`src/include/brd_pkg.sv`:
```
// board reset distribution: shared indices, reset values and timing counts
// assumes a single 40 MHz clock; all request pins are active low
package brd_pkg;

  // ----------------------------------------------------------------
  // clock and release timing
  // ----------------------------------------------------------------
  localparam int CLK_PERIOD_PS = 25000;
  localparam int RELEASE_TIME_NS = 100;
  // least time, so round up to whole cycles
  localparam int RELEASE_CYCLES = (RELEASE_TIME_NS * 1000 + CLK_PERIOD_PS - 1) / CLK_PERIOD_PS;
  localparam int HOLD_CNT_W = 8;

  // ----------------------------------------------------------------
  // synchronised input vector, bit positions
  // ----------------------------------------------------------------
  localparam int NUM_IN = 9;
  localparam int IN_POR = 0;
  localparam int IN_SWITCH = 1;
  localparam int IN_WDOG = 2;
  localparam int IN_HOT = 3;
  localparam int IN_IO = 4;
  localparam int IN_BPLANE = 5;
  localparam int IN_SYSSW = 6;
  localparam int IN_LOCSW = 7;
  localparam int IN_SYSCTL = 8;
  // power-on reads as pending, every other request idle, not system controller
  localparam logic [NUM_IN-1:0] SYNC_RESET = 9'h1fe;

  // ----------------------------------------------------------------
  // reset domains
  // ----------------------------------------------------------------
  localparam int NUM_DOM = 6;
  localparam int DOM_CPU = 0;
  localparam int DOM_BRIDGE = 1;
  localparam int DOM_MEM = 2;
  localparam int DOM_PCI = 3;
  localparam int DOM_ISA = 4;
  localparam int DOM_VME = 5;
  // on-board domains held in reset during rst_n; backplane left undriven
  localparam logic [NUM_DOM-1:0] DOM_RESET_N = 6'h20;

  // alternate hot reset also reaches the backplane when set
  localparam logic HOT_TO_BACKPLANE = 1'b1;

endpackage
```
`src/hdl/brd_reset_dist.sv`:
```
// board reset distribution: gathers reset requests, drives each domain
// assumes all request pins are asynchronous and active low; the backplane
// line is open drain, resolved outside from sysreset_oe_n
//
// Overview of operation
// - power-on resets every on-board domain, and backplane when system controller
// - front-panel switch resets all on-board domains, backplane only as system controller
// - watchdog timeout resets all on-board domains, backplane when system controller
// - alternate hot reset resets on-board domains; backplane per source list choice
// - io reset touches only pci and isa domains, never processor, bridge, memory
// - system software reset resets on-board domains and backplane as system controller
// - local software reset resets on-board domains, never drives backplane reset
`timescale 1ns/1ps
module brd_reset_dist #(
  parameter int HOLD_CYCLES = brd_pkg::RELEASE_CYCLES
) (
  // clock and reset
  input wire logic mclk,
  input wire logic rst_n,
  // reset requests
  input wire logic por_n,
  input wire logic reset_switch_n,
  input wire logic watchdog_n,
  input wire logic alternate_hot_reset_n,
  input wire logic io_reset_n,
  input wire logic sys_sw_reset_n,
  input wire logic local_sw_reset_n,
  // backplane system reset, open drain
  input wire logic sysreset_in_n,
  output logic sysreset_out,
  output logic sysreset_oe_n,
  // board role strap
  input wire logic sys_controller,
  // domain resets
  output logic cpu_reset_n,
  output logic bridge_reset_n,
  output logic memctl_reset_n,
  output logic pci_reset_n,
  output logic isa_reset_n
);
  import brd_pkg::*;

  // release stretch must fit the hold counter
  if (HOLD_CYCLES < 1 || HOLD_CYCLES >= (1 << HOLD_CNT_W)) begin : g_bad_hold
    $error("brd_reset_dist: HOLD_CYCLES out of range");
  end

  // ----------------------------------------------------------------
  // input synchronisers
  // ----------------------------------------------------------------
  logic [NUM_IN-1:0] pin_raw;
  logic [NUM_IN-1:0] sync_1;
  logic [NUM_IN-1:0] sync_2;

  assign pin_raw[IN_POR] = por_n;
  assign pin_raw[IN_SWITCH] = reset_switch_n;
  assign pin_raw[IN_WDOG] = watchdog_n;
  assign pin_raw[IN_HOT] = alternate_hot_reset_n;
  assign pin_raw[IN_IO] = io_reset_n;
  assign pin_raw[IN_BPLANE] = sysreset_in_n;
  assign pin_raw[IN_SYSSW] = sys_sw_reset_n;
  assign pin_raw[IN_LOCSW] = local_sw_reset_n;
  // strap is active high; invert so every bit idles high
  assign pin_raw[IN_SYSCTL] = ~sys_controller;

  always_ff @(posedge mclk or negedge rst_n) begin
    if (!rst_n) begin
      sync_1 <= SYNC_RESET;
      sync_2 <= SYNC_RESET;
    end else begin
      sync_1 <= pin_raw;
      sync_2 <= sync_1;
    end
  end

  // ----------------------------------------------------------------
  // active-high requests
  // ----------------------------------------------------------------
  logic [NUM_IN-1:0] req;
  logic board_req;
  logic io_req;
  logic vme_src;
  logic [NUM_DOM-1:0] dom_req;
  logic [NUM_DOM-1:0] dom_rst_n;

  assign req = ~sync_2;

  // every source that resets the whole board
  assign board_req = req[IN_POR]
                   | req[IN_SWITCH]
                   | req[IN_WDOG]
                   | req[IN_HOT]
                   | req[IN_BPLANE]
                   | req[IN_SYSSW]
                   | req[IN_LOCSW];

  assign io_req = req[IN_IO];

  // sources that drive the backplane; incoming line excluded so our own
  // drive can never latch itself on
  assign vme_src = req[IN_POR]
                 | req[IN_SWITCH]
                 | req[IN_WDOG]
                 | (HOT_TO_BACKPLANE & req[IN_HOT])
                 | req[IN_SYSSW];

  // ----------------------------------------------------------------
  // domain request map
  // ----------------------------------------------------------------
  always_comb begin
    dom_req = '0;
    dom_req[DOM_CPU] = board_req;
    dom_req[DOM_BRIDGE] = board_req;
    dom_req[DOM_MEM] = board_req;
    dom_req[DOM_PCI] = board_req | io_req;
    dom_req[DOM_ISA] = board_req | io_req;
    dom_req[DOM_VME] = req[IN_SYSCTL] & vme_src;
  end

  // ----------------------------------------------------------------
  // per-domain hold stages
  // ----------------------------------------------------------------
  for (genvar d = 0; d < NUM_DOM; d++) begin : g_dom
    brd_rst_hold #(
      .HOLD_CYCLES(HOLD_CYCLES),
      .RESET_N_VALUE(DOM_RESET_N[d])
    ) u_hold (
      .mclk(mclk),
      .rst_n(rst_n),
      .req(dom_req[d]),
      .rst_out_n(dom_rst_n[d])
    );
  end

  assign cpu_reset_n = dom_rst_n[DOM_CPU];
  assign bridge_reset_n = dom_rst_n[DOM_BRIDGE];
  assign memctl_reset_n = dom_rst_n[DOM_MEM];
  assign pci_reset_n = dom_rst_n[DOM_PCI];
  assign isa_reset_n = dom_rst_n[DOM_ISA];
  // low enable means pulling the backplane line low
  assign sysreset_oe_n = dom_rst_n[DOM_VME];

  // open-drain level is always low
  always_ff @(posedge mclk or negedge rst_n) begin
    if (!rst_n) begin
      sysreset_out <= 1'b0;
    end else begin
      sysreset_out <= 1'b0;
    end
  end

  // ----------------------------------------------------------------
  // checks
  // ----------------------------------------------------------------
  a_por_board: assert property (
    @(posedge mclk) disable iff (!rst_n)
    req[IN_POR] |=> !cpu_reset_n && !bridge_reset_n && !memctl_reset_n
                    && !pci_reset_n && !isa_reset_n)
    else $error("power-on did not reset every on-board domain");

  a_por_backplane: assert property (
    @(posedge mclk) disable iff (!rst_n)
    req[IN_POR] && req[IN_SYSCTL] |=> !sysreset_oe_n)
    else $error("power-on did not drive backplane as system controller");

  a_switch_reset: assert property (
    @(posedge mclk) disable iff (!rst_n)
    $rose(req[IN_SWITCH]) && req[IN_SYSCTL]
      |=> !cpu_reset_n && !isa_reset_n && !sysreset_oe_n)
    else $error("switch did not reset board and backplane");

  a_switch_slave: assert property (
    @(posedge mclk) disable iff (!rst_n)
    !req[IN_SYSCTL] && sysreset_oe_n |=> sysreset_oe_n)
    else $error("backplane driven while not system controller");

  a_wdog_reset: assert property (
    @(posedge mclk) disable iff (!rst_n)
    req[IN_WDOG] |=> !memctl_reset_n && !pci_reset_n
                     && (sysreset_oe_n == !$past(req[IN_SYSCTL]) || !sysreset_oe_n))
    else $error("watchdog reset missing");

  a_hot_reset: assert property (
    @(posedge mclk) disable iff (!rst_n)
    req[IN_HOT] |=> !cpu_reset_n && !bridge_reset_n && !memctl_reset_n
                    && !pci_reset_n && !isa_reset_n)
    else $error("alternate hot reset did not reset board");

  a_io_local: assert property (
    @(posedge mclk) disable iff (!rst_n)
    req[IN_IO] |=> !pci_reset_n && !isa_reset_n)
    else $error("io reset did not reach pci and isa");

  a_io_spares_cpu: assert property (
    @(posedge mclk) disable iff (!rst_n)
    !board_req && cpu_reset_n && bridge_reset_n |=> cpu_reset_n && bridge_reset_n)
    else $error("processor or bridge reset without a board source");

  a_bplane_in: assert property (
    @(posedge mclk) disable iff (!rst_n)
    req[IN_BPLANE] |=> !cpu_reset_n && !memctl_reset_n && !isa_reset_n)
    else $error("incoming backplane reset ignored");

  a_syssw_prop: assert property (
    @(posedge mclk) disable iff (!rst_n)
    req[IN_SYSSW] && req[IN_SYSCTL] |=> !sysreset_oe_n && !bridge_reset_n)
    else $error("system software reset not propagated");

  a_locsw_local: assert property (
    @(posedge mclk) disable iff (!rst_n)
    req[IN_LOCSW] && !vme_src && sysreset_oe_n |=> sysreset_oe_n ##0 !cpu_reset_n)
    else $error("local software reset wrong");

  a_hold_board: assert property (
    @(posedge mclk) disable iff (!rst_n)
    board_req ##1 !board_req |-> !cpu_reset_n ##1 !cpu_reset_n)
    else $error("processor reset released before stretch");

  a_bplane_no_echo: assert property (
    @(posedge mclk) disable iff (!rst_n)
    !vme_src && sysreset_oe_n |=> sysreset_oe_n)
    else $error("backplane driven without a driving source");

endmodule

```
`src/hdl/brd_rst_hold.sv`:
```
// one reset domain output with a release stretch
// assumes req is a same-clock level from the distribution logic
`timescale 1ns/1ps
module brd_rst_hold #(
  parameter int HOLD_CYCLES = brd_pkg::RELEASE_CYCLES,
  parameter logic RESET_N_VALUE = 1'b0
) (
  // clock and reset
  input wire logic mclk,
  input wire logic rst_n,
  // request and reset out
  input wire logic req,
  output logic rst_out_n
);
  import brd_pkg::*;

  localparam logic [HOLD_CNT_W-1:0] HOLD_MAX = HOLD_CNT_W'(HOLD_CYCLES);

  logic [HOLD_CNT_W-1:0] cnt;

  if (HOLD_CYCLES < 1 || HOLD_CYCLES >= (1 << HOLD_CNT_W)) begin : g_bad_hold
    $error("brd_rst_hold: HOLD_CYCLES out of range");
  end

  // ----------------------------------------------------------------
  // assert at once, release only after the request has been quiet
  // ----------------------------------------------------------------
  always_ff @(posedge mclk or negedge rst_n) begin
    if (!rst_n) begin
      cnt <= '0;
      rst_out_n <= RESET_N_VALUE;
    end else if (req) begin
      cnt <= '0;
      rst_out_n <= 1'b0;
    end else if (cnt < HOLD_MAX) begin
      cnt <= cnt + 1'b1;
    end else begin
      rst_out_n <= 1'b1;
    end
  end

  // ----------------------------------------------------------------
  // checks
  // ----------------------------------------------------------------
  a_hold_assert: assert property (
    @(posedge mclk) disable iff (!rst_n) req |=> !rst_out_n)
    else $error("reset not asserted after request");

  a_hold_stretch: assert property (
    @(posedge mclk) disable iff (!rst_n)
    $fell(req) |-> !rst_out_n ##1 !rst_out_n)
    else $error("reset released too early after request dropped");

  a_hold_release: assert property (
    @(posedge mclk) disable iff (!rst_n)
    (!req && !rst_out_n && cnt == HOLD_MAX) |=> rst_out_n || req)
    else $error("reset not released after stretch");

endmodule

```
`config.mk`:
```
export PLATFORM = sky130hd
export DESIGN_NAME = brd_reset_dist
export DESIGN_NICKNAME = d
export VERILOG_FILES = /design/src/include/brd_pkg.sv /design/src/hdl/brd_reset_dist.sv /design/src/hdl/brd_rst_hold.sv
export SDC_FILE = /design/constraint.sdc
export NUM_CORES = 1
export LEC_CHECK = 0
export BUFFER_PORTS_ARGS = -buffer_cell sky130_fd_sc_hd__buf_4
export CORE_MARGIN = 5
export CORE_UTILIZATION = 45
export DETAILED_ROUTE_END_ITERATION = 10
export PLACE_DENSITY = 0.65
export REMOVE_ABC_BUFFERS = 1
export SLEW_MARGIN = 15
export SYNTH_ARGS = -nofsm -noshare
export SYNTH_HDL_FRONTEND = slang
export SYNTH_SLANG_ARGS = --single-unit
```
`constraint.sdc`:
```
create_clock -name mclk -period 1.56 [get_ports mclk]
set_input_delay 0.078 -clock mclk [delete_from_list [all_inputs] [get_ports mclk]]
set_output_delay 0.078 -clock mclk [all_outputs]
set_load 0.02 [all_outputs]
```
==> metrics.csv <==
metric,value,unit
initial antenna violation count,0,
first-pass GRT wire length,7510,um
Final setup violation count,0,
nets,252,
required time of the critical path,1760,ps
gr ovfl total,0,
Yosys top cell area share,52.3,%
Synth Register Bits,72,
Netlist cell types,23,
RePlAce Congestion,0.742,
setup tns final,0,ps
clock-pin slew on the worst setup and hold paths,80,ps
Mapped Avg Cell Area,13.2,um^2
Hold WS,202,ps
WS Path Type,flip-flop to flip-flop,
# diodes,0,
Gate Count Post-Synth,199,
origin of the critical flop-to-flop path,g_dom[5].u_hold.cnt[4],
gr usage total,13.1,%
Max VDD drop,0.701,mV
Clock Tree Root,clkbuf_8,
Critical Path Start,g_dom[5].u_hold.cnt[4],
R2R setup slack,150,ps
Longest Clk Path Bufs,2,
Post-Route WL,4150,um
max cap viols,0,
num rows,27,
Area Growth Syn to Fin,18.6,%
Num Clock Sinks,72,
Syn. warnings,0,
CTS tree,done,
worst path arrival time,1610,ps
hold crit path type,input port to async pin,
CTS buffer count,9,
number of vias per cell,5.26,
Max Clock Freq,710,MHz
Post-synth EDFFs,0,
Post-synth ARST share,100,%
DRC Markers,0,
number of global-route vias before repair,1630,
"Cell Area, Synth",0.00263,mm^2
HPWL Detailed,2710,um
skew final,10.2,ps
outcome,finished clean,
Initial Utilization,47.0,%
cell accounting for the most synthesized area,dfrtp_1,
share of layout cells above drive strength 1,24.2,%
Max H-tree Level,3,
"Slew Viols, Final",0,
post-layout min period,1410,ps
worst setup path endpoint,g_dom[5].u_hold.cnt[1],
PwrDens,1050,mW/mm^2
# fillers,498,
Rel. slew slack,67.1,%
Final Hold Fails,0,
multi-input logic area,786,um^2
reg2reg path depth,3,
# IOs,18,
clock latency on the worst-skew pair,340,ps
largest net degree at the start of global routing,32,
actual slew at the worst max-slew pin,489,ps
Placeable Area,0.00561,mm^2
most common cell in the netlist,dfrtp_1,
Post-synth top cells,"55 x dfrtp_1, 18 x nor2_1, 17 x dfstp_2",
CP max FO,3,
Die X,86.5,um
Leak,0.00157,uW
port bufs,16,
setup bufs post-CTS,0,
Vias,1640,
Pre-Repair DR Iteration Count,4,
reg2reg end,g_dom[5].u_hold.cnt[1],
height of the die,86.5,um
Avg WL per Cell,13.3,um
FF+latch area,0.00182,mm^2
RSZ-0062 raised after global routing,no,
dominant synthesized flop cell,dfrtp_1,
Tcrit/Tclk final,90.3,%
initial drt markers,74,
sequential fraction of the synthesis area,69.2,%
Critical Path Start Type,flip-flop,
final antenna-violating net count,0,
die area,0.00748,mm^2
Synth area leaders,"dfrtp_1 52%, dfstp_2 17%, and2_1 3.8%",
crit end category,flip-flop,
[cell usage in the layout, fill, tap and decap left out, drive strengths merged, types with 7 or more instances in the layout]
cell,synthesis,final
a21oi,13,13
and2,16,16
and3,11,11
buf,1,20
clkbuf,4,12
dfrtp,55,55
dfstp,17,17
dlygate4sd3,0,10
nand3,7,7
nor2,18,18
nor4,12,12
o31ai,12,12
[cells by family (layout without fill, tap and decap cells)]
group | after synthesis | in the layout | synth area share (%)
and+or+nand+nor | 83 | 83 | 19.2
other | 1 | 1 | 0.142
AOI/OAI and AO/OA | 31 | 31 | 7.46
adders and majority gates | 6 | 6 | 2.85
buffers and inverters | 6 | 47 | 1.09
DFF | 72 | 72 | 69.2
[where the power goes]
group	switching, uW	leakage, uW	internal (uW)
combinational	78.1	0.000549	69.9
clock	624	0.0000801	570
sequential	21.8	0.000940	1930
[per-layer routing]
| layer | track usage (%) | routed length, um | vias up | share of wire, % |
|---|---|---|---|---|
| met1 | 16.5 | 1980 | 811 | 48 |
| met3 | 4.28 | 164 | 9 | 3.9 |
| li1 | - | - | 794 | - |
| met2 | 20.0 | 1920 | 26 | 46 |
| met5 | 0 | 0 | - | 0 |
| met4 | 7.22 | 87 | 0 | 2.1 |
[final cells by class]
cell class	count	share of cell area (%)
well taps	72	2.88
inverters	1	0.120
clock buffers	12	4.33
flip-flops and latches	72	58.4
repair buffers	30	8.41
multi-input cells	121	25.2
clock inverters	4	0.721
[metrics by stage]
step | utilization, % | worst slack [ps] | area, um^2 | cells | total power, uW
after global placement | 51.0 | 129 | 2860 | 286 | 2110
after detailed placement | 51.0 | 92.7 | 2860 | 286 | 2120
after CTS | 55.6 | 83.8 | 3120 | 312 | 3350
after global routing | 55.7 | 95.9 | 3120 | 312 | 3460
final | 55.7 | 151 | 3120 | 312 | 3290
after floorplan | - | 252 | 2610 | 194 | 2030
[how the worst min path moves through the flow]
stage | from | endpoint | slack, ps | cells past startpoint
after global placement | rst_n | g_dom[5].u_hold.cnt[4] | 30 | 1
final | rst_n | g_dom[0].u_hold.cnt[3] | 200 | 2
after floorplan | rst_n | g_dom[0].u_hold.cnt[0] | -220 | 0
after CTS | rst_n | g_dom[3].u_hold.cnt[0] | 200 | 2
after detailed placement | rst_n | g_dom[5].u_hold.cnt[4] | 30 | 1
after global routing | rst_n | g_dom[0].u_hold.cnt[3] | 220 | 2
[registers in the layout, indices dropped and copies added, names as in the netlist]
signal                  cells
sync_1                      9
g_dom.u_hold.rst_out_n      6
g_dom.u_hold.cnt           48
sync_2                      9
[what timing repair did]
item	CTS	global route
setup endpoints to repair	0	2
hold buffers	10	0
endpoints found under the hold margin	44	0
gates resized for setup	0	1
[worst max-delay path: stages (launching register included)]
cell and delay, ps:
dfrtp_1 400, or4_4 560, o31ai_1 220, a21oi_1 100
No activity file was read; power rests on OpenSTA's default activity.
